**config.mk**
```make
export PLATFORM = sky130hd
export DESIGN_NAME = iwd_top
export DESIGN_NICKNAME = d
export VERILOG_FILES = /design/src/common/iwd_pkg.sv /design/src/rtl/iwd_word_mem.sv /design/src/rtl/iwd_ee_reader.sv /design/src/rtl/iwd_top.sv
export SDC_FILE = /design/constraint.sdc
export NUM_CORES = 1
export LEC_CHECK = 0
export ABC_CLOCK_PERIOD_IN_PS = 3600
export BUFFER_PORTS_ARGS = -buffer_cell sky130_fd_sc_hd__buf_4
export CAP_MARGIN = 15
export CELL_PAD_IN_SITES_DETAIL_PLACEMENT = 1
export CELL_PAD_IN_SITES_GLOBAL_PLACEMENT = 2
export CORE_MARGIN = 3
export CORE_UTILIZATION = 39
export DETAILED_ROUTE_END_ITERATION = 12
export PLACE_DENSITY_LB_ADDON = 0.2
export SYNTH_ARGS = -nofsm -noshare
export SYNTH_HDL_FRONTEND = slang
export SYNTH_SLANG_ARGS = --single-unit
```
**constraint.sdc**
```tcl
create_clock -name clk -period 3.6 [get_ports clk]
set_input_delay 0.72 -clock clk [delete_from_list [all_inputs] [get_ports clk]]
set_output_delay 0.72 -clock clk [all_outputs]
set_load 0.01 [all_outputs]
```
**src/common/iwd_pkg.sv**
```systemverilog
/*
  iwd_pkg: constants, register indices, field positions and carrier types
  of the watchdog / serial EEPROM / card-number block.
  assumes a 50 MHz clock and a 32-bit APB with word-aligned registers.
*/
package iwd_pkg;
  localparam int DATA_W = 16;
  localparam int PADDR_W = 12;
  localparam int NUM_PORTS = 8;
  localparam int PORT_W = 8;

  // printed offsets are register indices, byte address is four times
  localparam logic [7:0] IDX_PRESET_LO = 8'h34;
  localparam logic [7:0] IDX_PRESET_HI = 8'h36;
  localparam logic [7:0] IDX_CTL = 8'h38;
  localparam logic [7:0] IDX_RELOAD = 8'h3a;
  localparam logic [7:0] IDX_EE_PORT = 8'h3c;
  localparam logic [7:0] IDX_CARD = 8'h3e;
  localparam logic [7:0] IDX_IRQ_STAT = 8'h44;
  localparam logic [7:0] IDX_IRQ_MASK = 8'h46;

  localparam int CTL_RUN_BIT = 0;
  localparam int CTL_IRQEN_BIT = 1;
  localparam int CTL_FLAG_BIT = 2;
  localparam int RELOAD_BIT = 0;
  localparam int EE_DO_BIT = 0;
  localparam int EE_DI_BIT = 1;
  localparam int EE_CLK_BIT = 2;
  localparam int EE_CS_BIT = 3;
  localparam int IRQ_EXPIRY_BIT = 0;
  localparam int IRQ_BOOT_BIT = 1;
  localparam int IRQ_W = 2;

  localparam logic [31:0] PRESET_RST = 32'h0000_0000;
  localparam logic [IRQ_W-1:0] IRQ_MASK_RST = 2'h0;

  localparam int CLK_PERIOD_NS = 20;
  localparam int TICK_NS = 100;
  localparam int TICK_CYC = (TICK_NS + CLK_PERIOD_NS - 1) / CLK_PERIOD_NS;
  localparam int EE_HALF_NS = 500;
  localparam int EE_HALF_CYC = (EE_HALF_NS + CLK_PERIOD_NS - 1) / CLK_PERIOD_NS;

  localparam int EE_ADDR_W = 6;
  localparam logic [2:0] EE_READ_OP = 3'h6;
  localparam logic [EE_ADDR_W-1:0] EE_PWRUP_BASE = 6'h00;
  localparam logic [EE_ADDR_W-1:0] EE_OVF_BASE = 6'h10;

  typedef struct packed {
    logic cs;
    logic sclk;
    logic di;
  } iwd_ee_pins_t;

  function automatic logic [PADDR_W-1:0] byteAddr(input logic [7:0] idx);
    return {2'h0, idx, 2'h0};
  endfunction
endpackage

```
**src/rtl/iwd_word_mem.sv**
```systemverilog
/*
  iwd_word_mem: small word memory with registered read data.
  assumes one writer and one reader on the same clock.
*/
`timescale 1ns/1ns
module iwd_word_mem #(
  parameter int WIDTH = 16,
  parameter int DEPTH = 8
) (
  input wire logic clk,
  input wire logic rst,
  input wire logic we,
  input wire logic [$clog2(DEPTH)-1:0] waddr,
  input wire logic [WIDTH-1:0] wdata,
  input wire logic [$clog2(DEPTH)-1:0] raddr,
  output logic [WIDTH-1:0] rdata
);
  logic [WIDTH-1:0] mem [DEPTH];

  always_ff @(posedge clk) begin
    if (we) begin
      mem[waddr] <= wdata;
    end
  end

  always_ff @(posedge clk) begin
    if (rst) begin
      rdata <= '0;
    end else begin
      rdata <= mem[raddr];
    end
  end
endmodule

```
**src/rtl/iwd_ee_reader.sv**
```systemverilog
/*
  iwd_ee_reader: reads one 16-bit word from a three-wire serial EEPROM.
  assumes the data-out line is already synchronised to clk.
*/
`timescale 1ns/1ns
module iwd_ee_reader import iwd_pkg::*; #(
  parameter int ABITS = EE_ADDR_W,
  parameter int HALF = EE_HALF_CYC
) (
  input wire logic clk,
  input wire logic rst,
  input wire logic start,
  input wire logic [ABITS-1:0] addr,
  input wire logic doIn,
  output logic busy,
  output logic done,
  output logic [DATA_W-1:0] data,
  output iwd_ee_pins_t pins
);
  localparam int CMD_BITS = 3 + ABITS;
  localparam int TOTAL = CMD_BITS + DATA_W;
  localparam int HW = $clog2(HALF + 1);
  localparam int BW = $clog2(TOTAL + 1);

  typedef enum logic [1:0] {RD_IDLE, RD_LOW, RD_HIGH, RD_END} iwd_rd_state_t;

  iwd_rd_state_t state_q;
  logic [HW-1:0] halfCnt_q;
  logic [BW-1:0] bitCnt_q;
  logic [CMD_BITS-1:0] cmd_q;
  logic halfEnd;

  assign halfEnd = halfCnt_q == HW'(HALF - 1);
  assign busy = state_q != RD_IDLE;

  always_ff @(posedge clk) begin
    if (rst || state_q == RD_IDLE || halfEnd) begin
      halfCnt_q <= '0;
    end else begin
      halfCnt_q <= halfCnt_q + HW'(1);
    end
  end

  always_ff @(posedge clk) begin
    if (rst) begin
      state_q <= RD_IDLE;
      bitCnt_q <= '0;
      cmd_q <= '0;
      data <= '0;
      pins <= '0;
      done <= 1'b0;
    end else begin
      done <= 1'b0;
      case (state_q)
        RD_IDLE: begin
          if (start) begin
            cmd_q <= {EE_READ_OP, addr};
            pins.cs <= 1'b1;
            pins.sclk <= 1'b0;
            pins.di <= EE_READ_OP[2];
            bitCnt_q <= '0;
            state_q <= RD_LOW;
          end
        end
        RD_LOW: begin
          if (halfEnd) begin
            pins.sclk <= 1'b1;
            state_q <= RD_HIGH;
          end
        end
        RD_HIGH: begin
          if (halfEnd) begin
            pins.sclk <= 1'b0;
            if (bitCnt_q >= BW'(CMD_BITS)) begin
              data <= {data[DATA_W-2:0], doIn};
            end
            cmd_q <= {cmd_q[CMD_BITS-2:0], 1'b0};
            pins.di <= cmd_q[CMD_BITS-2];
            bitCnt_q <= bitCnt_q + BW'(1);
            state_q <= (bitCnt_q == BW'(TOTAL - 1)) ? RD_END : RD_LOW;
          end
        end
        RD_END: begin
          if (halfEnd) begin
            pins <= '0;
            done <= 1'b1;
            state_q <= RD_IDLE;
          end
        end
        default: begin
          state_q <= RD_IDLE;
        end
      endcase
    end
  end
endmodule

```
**src/rtl/iwd_top.sv**
```systemverilog
/*
  iwd_top: watchdog down-counter, serial EEPROM port, output presets
  and card-number register behind an APB slave.
  assumes the EEPROM data-out pin and the card switches are asynchronous.
*/
// Design decision made here: the APB slave port.
//
// Contract
// RULE1 - 32-bit preset, low half at 0x34, high half at 0x36, read/write
// RULE2 - counter decrements once every 100 ns
// RULE3 - control bit 0 set starts countdown from preset, clear disables
// RULE4 - control bit 1 enables interrupt when counter reaches zero
// RULE5 - control read returns run enable bit 0, interrupt enable bit 1
// RULE6 - control read bit 2 is one while count equals zero
// RULE7 - writing 0 to reload bit 0 reloads preset, 1 leaves counter
// RULE8 - software should use the control register rather than reload
// RULE9 - reading 0x3C bit 0 gives EEPROM data-out level
// RULE10 - writes to 0x3C drive chip select bit 3, clock bit 2, data bit 1
// RULE11 - EEPROM words 0x00..0x03 hold power-up output values, port pairs
// RULE12 - EEPROM words 0x10..0x13 hold overflow output values, same order
// RULE13 - 4-bit card number at 0x3E, bit 0 is least significant
// RULE14 - switch ON reads 0, OFF reads 1
// RULE15 - counter stops at zero, flag stays until reload or disable
// RULE16 - at zero, overflow output values are loaded onto outputs
`timescale 1ns/1ns
module iwd_top import iwd_pkg::*; #(
  parameter int TICK_CYCLES = TICK_CYC,
  parameter int EE_HALF_CYCLES = EE_HALF_CYC
) (
  input wire logic clk,
  input wire logic rst,
  input wire logic psel,
  input wire logic penable,
  input wire logic pwrite,
  input wire logic [PADDR_W-1:0] paddr,
  input wire logic [31:0] pwdata,
  output logic [31:0] prdata,
  output logic pready,
  output logic pslverr,
  input wire logic eeDataOut,
  output iwd_ee_pins_t eePins,
  input wire logic [3:0] cardNumberSwitch,
  output logic [NUM_PORTS*PORT_W-1:0] portOutputs,
  output logic expiryFlag,
  output logic irq
);
  localparam int TW = $clog2(TICK_CYCLES + 1);

  typedef enum logic [1:0] {AP_FETCH, AP_WAIT, AP_APPLY, AP_IDLE} iwd_ap_state_t;

  function automatic logic hit(input logic [PADDR_W-1:0] a, input logic [7:0] idx);
    return a == byteAddr(idx);
  endfunction

  function automatic logic [EE_ADDR_W-1:0] eeWordAddr(input logic [2:0] slot);
    return (slot[2] ? EE_OVF_BASE : EE_PWRUP_BASE) | EE_ADDR_W'(slot[1:0]);
  endfunction

  // input synchronisers
  logic doMeta_q;
  logic doSync_q;
  logic [3:0] swMeta_q;
  logic [3:0] swSync_q;

  always_ff @(posedge clk) begin
    if (rst) begin
      doMeta_q <= 1'b0;
      doSync_q <= 1'b0;
      swMeta_q <= 4'h0;
      swSync_q <= 4'h0;
    end else begin
      doMeta_q <= eeDataOut;
      doSync_q <= doMeta_q;
      swMeta_q <= cardNumberSwitch;
      swSync_q <= swMeta_q;
    end
  end

  // bus decode
  logic setup;
  logic wrEn;
  logic wrPresetLo;
  logic wrPresetHi;
  logic wrCtl;
  logic wrReload;
  logic wrEePort;
  logic wrStat;
  logic wrMask;

  assign setup = psel & ~penable;
  assign wrEn = psel & penable & pwrite;
  assign wrPresetLo = wrEn & hit(paddr, IDX_PRESET_LO);
  assign wrPresetHi = wrEn & hit(paddr, IDX_PRESET_HI);
  assign wrCtl = wrEn & hit(paddr, IDX_CTL);
  assign wrReload = wrEn & hit(paddr, IDX_RELOAD);
  assign wrEePort = wrEn & hit(paddr, IDX_EE_PORT);
  assign wrStat = wrEn & hit(paddr, IDX_IRQ_STAT);
  assign wrMask = wrEn & hit(paddr, IDX_IRQ_MASK);
  assign pready = psel & penable;

  // software registers
  logic [31:0] preset_q;
  logic run_q;
  logic irqEn_q;
  iwd_ee_pins_t hostPins_q;
  logic [IRQ_W-1:0] mask_q;

  always_ff @(posedge clk) begin
    if (rst) begin
      preset_q <= PRESET_RST;
    end else begin
      if (wrPresetLo) begin
        preset_q[15:0] <= pwdata[15:0]; // see RULE1
      end
      if (wrPresetHi) begin
        preset_q[31:16] <= pwdata[15:0]; // see RULE1
      end
    end
  end

  always_ff @(posedge clk) begin
    if (rst) begin
      run_q <= 1'b0;
      irqEn_q <= 1'b0;
    end else if (wrCtl) begin
      run_q <= pwdata[CTL_RUN_BIT]; // see RULE3
      irqEn_q <= pwdata[CTL_IRQEN_BIT]; // see RULE4
    end
  end

  always_ff @(posedge clk) begin
    if (rst) begin
      hostPins_q <= '0;
    end else if (wrEePort) begin
      hostPins_q.cs <= pwdata[EE_CS_BIT]; // see RULE10
      hostPins_q.sclk <= pwdata[EE_CLK_BIT]; // see RULE10
      hostPins_q.di <= pwdata[EE_DI_BIT]; // see RULE10
    end
  end

  always_ff @(posedge clk) begin
    if (rst) begin
      mask_q <= IRQ_MASK_RST;
    end else if (wrMask) begin
      mask_q <= pwdata[IRQ_W-1:0];
    end
  end

  // watchdog counter
  logic [31:0] count_q;
  logic [TW-1:0] tick_q;
  logic tickEnd;
  logic loadReq;
  logic expiry;

  assign tickEnd = tick_q == TW'(TICK_CYCLES - 1);
  // start on 0->1, reload on a written zero, and disable all restart from preset
  assign loadReq = (wrCtl & (pwdata[CTL_RUN_BIT] ^ run_q)) // see RULE3
    | (wrReload & ~pwdata[RELOAD_BIT]); // see RULE7
  assign expiry = run_q & tickEnd & ~loadReq & (count_q == 32'h0000_0001);
  assign expiryFlag = count_q == 32'h0000_0000; // see RULE6

  always_ff @(posedge clk) begin
    if (rst || loadReq || !run_q || tickEnd) begin
      tick_q <= '0; // see RULE2
    end else begin
      tick_q <= tick_q + TW'(1); // see RULE2
    end
  end

  always_ff @(posedge clk) begin
    if (rst) begin
      count_q <= PRESET_RST;
    end else if (loadReq) begin
      count_q <= preset_q; // see RULE7
    end else if (run_q && tickEnd && !expiryFlag) begin
      count_q <= count_q - 32'h0000_0001; // see RULE15
    end
  end

  // preset fetch and output apply
  iwd_ap_state_t apState_q;
  logic [2:0] fetchIdx_q;
  logic applyBase_q;
  logic [1:0] applyIdx_q;
  logic rdValid_q;
  logic [1:0] rdSlot_q;
  logic ovfPending_q;
  logic bootDone;
  logic rdBusy;
  logic rdDone;
  logic [DATA_W-1:0] rdData;
  logic [DATA_W-1:0] memRdata;
  iwd_ee_pins_t rdPins;

  assign bootDone = (apState_q == AP_WAIT) & rdDone & (fetchIdx_q == 3'h7);

  iwd_ee_reader #(
    .ABITS(EE_ADDR_W),
    .HALF(EE_HALF_CYCLES)
  ) u_reader (
    .clk(clk),
    .rst(rst),
    .start(apState_q == AP_FETCH),
    .addr(eeWordAddr(fetchIdx_q)), // see RULE11 see RULE12
    .doIn(doSync_q),
    .busy(rdBusy),
    .done(rdDone),
    .data(rdData),
    .pins(rdPins)
  );

  iwd_word_mem #(
    .WIDTH(DATA_W),
    .DEPTH(8)
  ) u_mem (
    .clk(clk),
    .rst(rst),
    .we((apState_q == AP_WAIT) & rdDone),
    .waddr(fetchIdx_q),
    .wdata(rdData),
    .raddr({applyBase_q, applyIdx_q}),
    .rdata(memRdata)
  );

  always_ff @(posedge clk) begin
    if (rst) begin
      apState_q <= AP_FETCH;
      fetchIdx_q <= 3'h0;
      applyBase_q <= 1'b0;
      applyIdx_q <= 2'h0;
      ovfPending_q <= 1'b0;
    end else begin
      if (expiry && apState_q != AP_IDLE) begin
        ovfPending_q <= 1'b1;
      end
      case (apState_q)
        AP_FETCH: begin
          apState_q <= AP_WAIT;
        end
        AP_WAIT: begin
          if (rdDone) begin
            fetchIdx_q <= fetchIdx_q + 3'h1;
            apState_q <= (fetchIdx_q == 3'h7) ? AP_APPLY : AP_FETCH;
            applyBase_q <= 1'b0; // see RULE11
            applyIdx_q <= 2'h0;
          end
        end
        AP_APPLY: begin
          applyIdx_q <= applyIdx_q + 2'h1;
          if (applyIdx_q == 2'h3) begin
            apState_q <= AP_IDLE;
          end
        end
        AP_IDLE: begin
          if (expiry || ovfPending_q) begin
            applyBase_q <= 1'b1; // see RULE16
            applyIdx_q <= 2'h0;
            ovfPending_q <= 1'b0;
            apState_q <= AP_APPLY;
          end
        end
        default: begin
          apState_q <= AP_IDLE;
        end
      endcase
    end
  end

  always_ff @(posedge clk) begin
    if (rst) begin
      rdValid_q <= 1'b0;
      rdSlot_q <= 2'h0;
    end else begin
      rdValid_q <= apState_q == AP_APPLY;
      rdSlot_q <= applyIdx_q;
    end
  end

  // each word carries a port pair, lower port in the low byte
  always_ff @(posedge clk) begin
    if (rst) begin
      portOutputs <= '0;
    end else if (rdValid_q) begin
      portOutputs[rdSlot_q*DATA_W +: DATA_W] <= memRdata; // see RULE11 see RULE12 see RULE16
    end
  end

  // engine owns the pins until the boot fetch ends
  always_comb begin
    eePins = (apState_q == AP_FETCH || apState_q == AP_WAIT || rdBusy) ? rdPins : hostPins_q;
  end

  // interrupt status, write one to clear, set wins
  logic [IRQ_W-1:0] stat_q;
  logic [IRQ_W-1:0] statSet;

  always_comb begin
    statSet = '0;
    statSet[IRQ_EXPIRY_BIT] = expiry & irqEn_q; // see RULE4
    statSet[IRQ_BOOT_BIT] = bootDone;
  end

  always_ff @(posedge clk) begin
    if (rst) begin
      stat_q <= '0;
    end else begin
      stat_q <= (stat_q & ~(wrStat ? pwdata[IRQ_W-1:0] : '0)) | statSet;
    end
  end

  assign irq = |(stat_q & mask_q);

  // read mux
  logic [DATA_W-1:0] rdMux;
  logic mapped;

  always_comb begin
    rdMux = '0;
    mapped = 1'b1;
    if (hit(paddr, IDX_PRESET_LO)) begin
      rdMux = preset_q[15:0]; // see RULE1
    end else if (hit(paddr, IDX_PRESET_HI)) begin
      rdMux = preset_q[31:16]; // see RULE1
    end else if (hit(paddr, IDX_CTL)) begin
      rdMux[CTL_RUN_BIT] = run_q; // see RULE5
      rdMux[CTL_IRQEN_BIT] = irqEn_q; // see RULE5
      rdMux[CTL_FLAG_BIT] = expiryFlag; // see RULE6
    end else if (hit(paddr, IDX_RELOAD)) begin
      rdMux = '0;
    end else if (hit(paddr, IDX_EE_PORT)) begin
      rdMux[EE_DO_BIT] = doSync_q; // see RULE9
    end else if (hit(paddr, IDX_CARD)) begin
      rdMux[3:0] = swSync_q; // see RULE13 see RULE14
    end else if (hit(paddr, IDX_IRQ_STAT)) begin
      rdMux[IRQ_W-1:0] = stat_q;
    end else if (hit(paddr, IDX_IRQ_MASK)) begin
      rdMux[IRQ_W-1:0] = mask_q;
    end else begin
      mapped = 1'b0;
    end
  end

  always_ff @(posedge clk) begin
    if (rst) begin
      prdata <= 32'h0000_0000;
      pslverr <= 1'b0;
    end else if (setup) begin
      prdata <= pwrite ? 32'h0000_0000 : {16'h0000, rdMux};
      pslverr <= ~mapped;
    end
  end
endmodule

```
==> run summary <==
Status - completed
Final WS setup - 0.4488 ns
Post-layout util - 47.99%
Async set-reset flop share out of synthesis - 0%
CP Max Fanout - 6
Global-route wire length before repair - 60310 µm
Fin. max-slew vios - 0
# resized after CTS - 0
Post-DR wirelength/cell - 20.56 µm
Clock tree sinks - 363
Hold Buf Count CTS - 0
VDD IR max - 0.4596 mV
Via count - 10.10k
WL final - 38740 µm
Dpl hpwl - 25430 µm
Setup Buffers After CTS - 0
Initial antenna violation count - 2
Req. time, crit path - 2.88 ns
Max-Cap Viols - 0
Seq cells post-synth - 363
Post-synthesis sequential area ratio - 59.32%
Commonest non-fill, non-tap cell in the layout - dfxtp_1
Least-Margin Pin Slew - 0.8324 ns
Sequential cell area - 8549 µm²
Final setup violation count - 0
Max_slew headroom - 44.37%
Clock Latency Late Sink - 0.56 ns
Filler cell count - 3874
Netlist cell types - 65
Fin cells - 1884
CP Data Arrival Time - 2.43 ns
Num CTS Buffers - 40
Starting Density - 40.03%
CP Launch Type - flip-flop
Layout cells sized above 1 - 20.39%
Most frequent cells in the layout - dfxtp_1 (234), nor2_1 (179), buf_4 (154)
Pwr per Cell Area - 507.7 nW/µm²
EDFF count, synth - 128
CTS root buf - clkbuf_16
Antenna viol nets, final - 0
Net count reported at finish - 1464
I/O Buffers - 124
Leak - 0.006361 µW
Die Y - 198.2 µm
Initial drt markers - 490
Die area - 39290 µm²
RSZ-0062 raised after global routing - no
Setup_tns - 0 ns
I/O pin cnt - 157
Synth-to-layout area growth - 19.89%
GPL Wtd Cong - 0.7619
Avg Inst Size Synth - 11.38 µm²
# H-tree levels - 2
Vias in the first global route - 10.38k
Footprint of the multi-input gates - 5473 µm²
Synthesized instance count - 1266
Period minus WS final - 3.151 ns
Remaining global-route overflow - 0
DR vias/cell - 5.361
DRC violations left - 0
Standard-cell rows - 69
Setup WS pre-CTS - 0.5969 ns
Prevailing post-synth register cell - dfxtp_1
Mapped Area - 14410 µm²
CORE AREA - 36000 µm²
Fin crit share - 87.53%
Max frequency - 317.3 MHz
Worst min-delay path class - in -> reg
GR Util All Layers - 19.68%
Largest net degree at the start of global routing - 88
Clock Path Buffers - 3
Worst setup EP type - output pin
Skew final - 0.01476 ns
Min Hold Slack - 0.3780 ns
Ys Warns - 0
Setup CP Type - reg -> out
Final hold viol count - 0
Die Wd - 198.2 µm
Cell count after placement - 1811
CTS tree - yes
Drt pass-1 iters - 5
Clock-pin slew on the worst setup and hold paths - 0.06 ns
## per-layer routing
| layer | up-vias | part of all wire (%) | GRT usage (%) |
|---|---|---|---|
| li1 | 4833 | - | - |
| met1 | 5055 | 47 | 27.41 |
| met2 | 157 | 48 | 31.86 |
| met3 | 54 | 4.0 | 3.897 |
| met4 | 2 | 1.6 | 4.692 |
| met5 | - | 0.018 | 0 |
## logic make-up after synthesis
family / after synthesis / synth area share, %
other: 1 / 0.02602
adder cells (fa/ha/maj): 18 / 1.563
flip-flops: 363 / 59.32
multiplexers: 76 / 8.101
AO/OA/AOI/OAI: 219 / 10.87
buffers and inverters: 107 / 3.447
AND/OR/NAND/NOR: 444 / 14.36
XOR/XNOR: 38 / 2.310
## synth_stat cells (2+ instances only)
| cell | n | area [µm²] |
|---|---|---|
| o21ai_0 | 11 | 55.05 |
| nand3b_1 | 5 | 37.54 |
| xnor2_1 | 28 | 245.2 |
| xor2_1 | 10 | 87.58 |
| nand2b_1 | 8 | 50.05 |
| inv_1 | 19 | 71.32 |
| nand2_1 | 112 | 420.4 |
| and3_1 | 5 | 31.28 |
| clkbuf_1 | 58 | 217.7 |
| nor4b_1 | 5 | 43.79 |
| a21oi_2 | 10 | 87.58 |
| and2_1 | 3 | 18.77 |
| buf_6 | 3 | 33.78 |
| a31oi_1 | 5 | 31.28 |
| a22o_1 | 17 | 148.9 |
| mux4_2 | 32 | 720.7 |
| edfxtp_1 | 128 | 3844 |
| a221oi_1 | 2 | 17.52 |
| nor3_1 | 37 | 185.2 |
| ha_1 | 18 | 225.2 |
| a22oi_1 | 77 | 578.1 |
| a21oi_1 | 48 | 240.2 |
| nor2_1 | 179 | 671.9 |
| nand3_1 | 22 | 110.1 |
| mux2_2 | 5 | 56.30 |
| buf_2 | 7 | 35.03 |
| a221o_1 | 2 | 20.02 |
| buf_1 | 3 | 11.26 |
| and4b_1 | 2 | 20.02 |
| mux2i_1 | 39 | 390.4 |
| nor2_2 | 2 | 12.51 |
| buf_4 | 17 | 127.6 |
| nor2b_1 | 13 | 81.33 |
| a211oi_1 | 35 | 262.8 |
| nand4_1 | 7 | 43.79 |
| or4_1 | 2 | 15.01 |
| nor4_1 | 23 | 143.9 |
| or3_1 | 6 | 37.54 |
| dfxtp_1 | 235 | 4705 |
## sequential cells by signal, summed over array words and instances, names as in the netlist, 3 cells and up
signal              count
count_q                32
fetchIdx_q              3
hostPins_q              3
portOutputs            64
prdata                 16
preset_q               32
swMeta_q                4
swSync_q                4
tick_q                  3
u_mem.mem             128
u_mem.rdata            16
u_reader.bitCnt_q       5
u_reader.cmd_q          8
u_reader.data          16
u_reader.halfCnt_q      5
u_reader.pins           3
## power by group
| part | internal, µW | leakage [µW] | total, µW | switching, µW |
|---|---|---|---|---|
| logic | 61.0 | 0.00259 | 177 | 116 |
| registers | 4230 | 0.00309 | 4250 | 21.3 |
| clock network | 2650 | 0.000680 | 4340 | 1690 |
| total | 6950 | 0.00636 | 8770 | 1830 |
## metrics by stage
stage               power, µW  instance area, µm²
floorplan                4438               14470
global placement         4519               15880
detailed placement       4521               15880
CTS                      8883               17270
global route             9073               17280
finish                   8772               17280
## critical path, stage by stage (launching register included)
cell,delay [ns]
dfxtp_1,0.35
nor4_2,0.45
nand4_1,0.47
nor3_1,0.41
buf_4,0.19
## final timing paths
path / startpoint / to / slack (ns) / cells after the start
worst max-delay path: count_q[5] / expiryFlag / 0.45 / 4
worst min-delay path: eeDataOut / doMeta_q / 0.38 / 2
worst max register to register: count_q[19] / count_q[14] / 0.84 / 6
worst min register to register: swMeta_q[2] / swSync_q[2] / 0.45 / 1
## cell type report
| type | instances | area share [%] |
|---|---|---|
| antenna | 1 | 0.01448 |
| clock buffer | 46 | 5.982 |
| clock inverter | 26 | 2.100 |
| inverter | 19 | 0.4128 |
| multi-input combinational | 811 | 31.68 |
| sequential | 363 | 49.49 |
| tap | 461 | 3.339 |
| timing repair buffer | 157 | 6.989 |
Note: power is estimated with default switching activity, not from simulation.
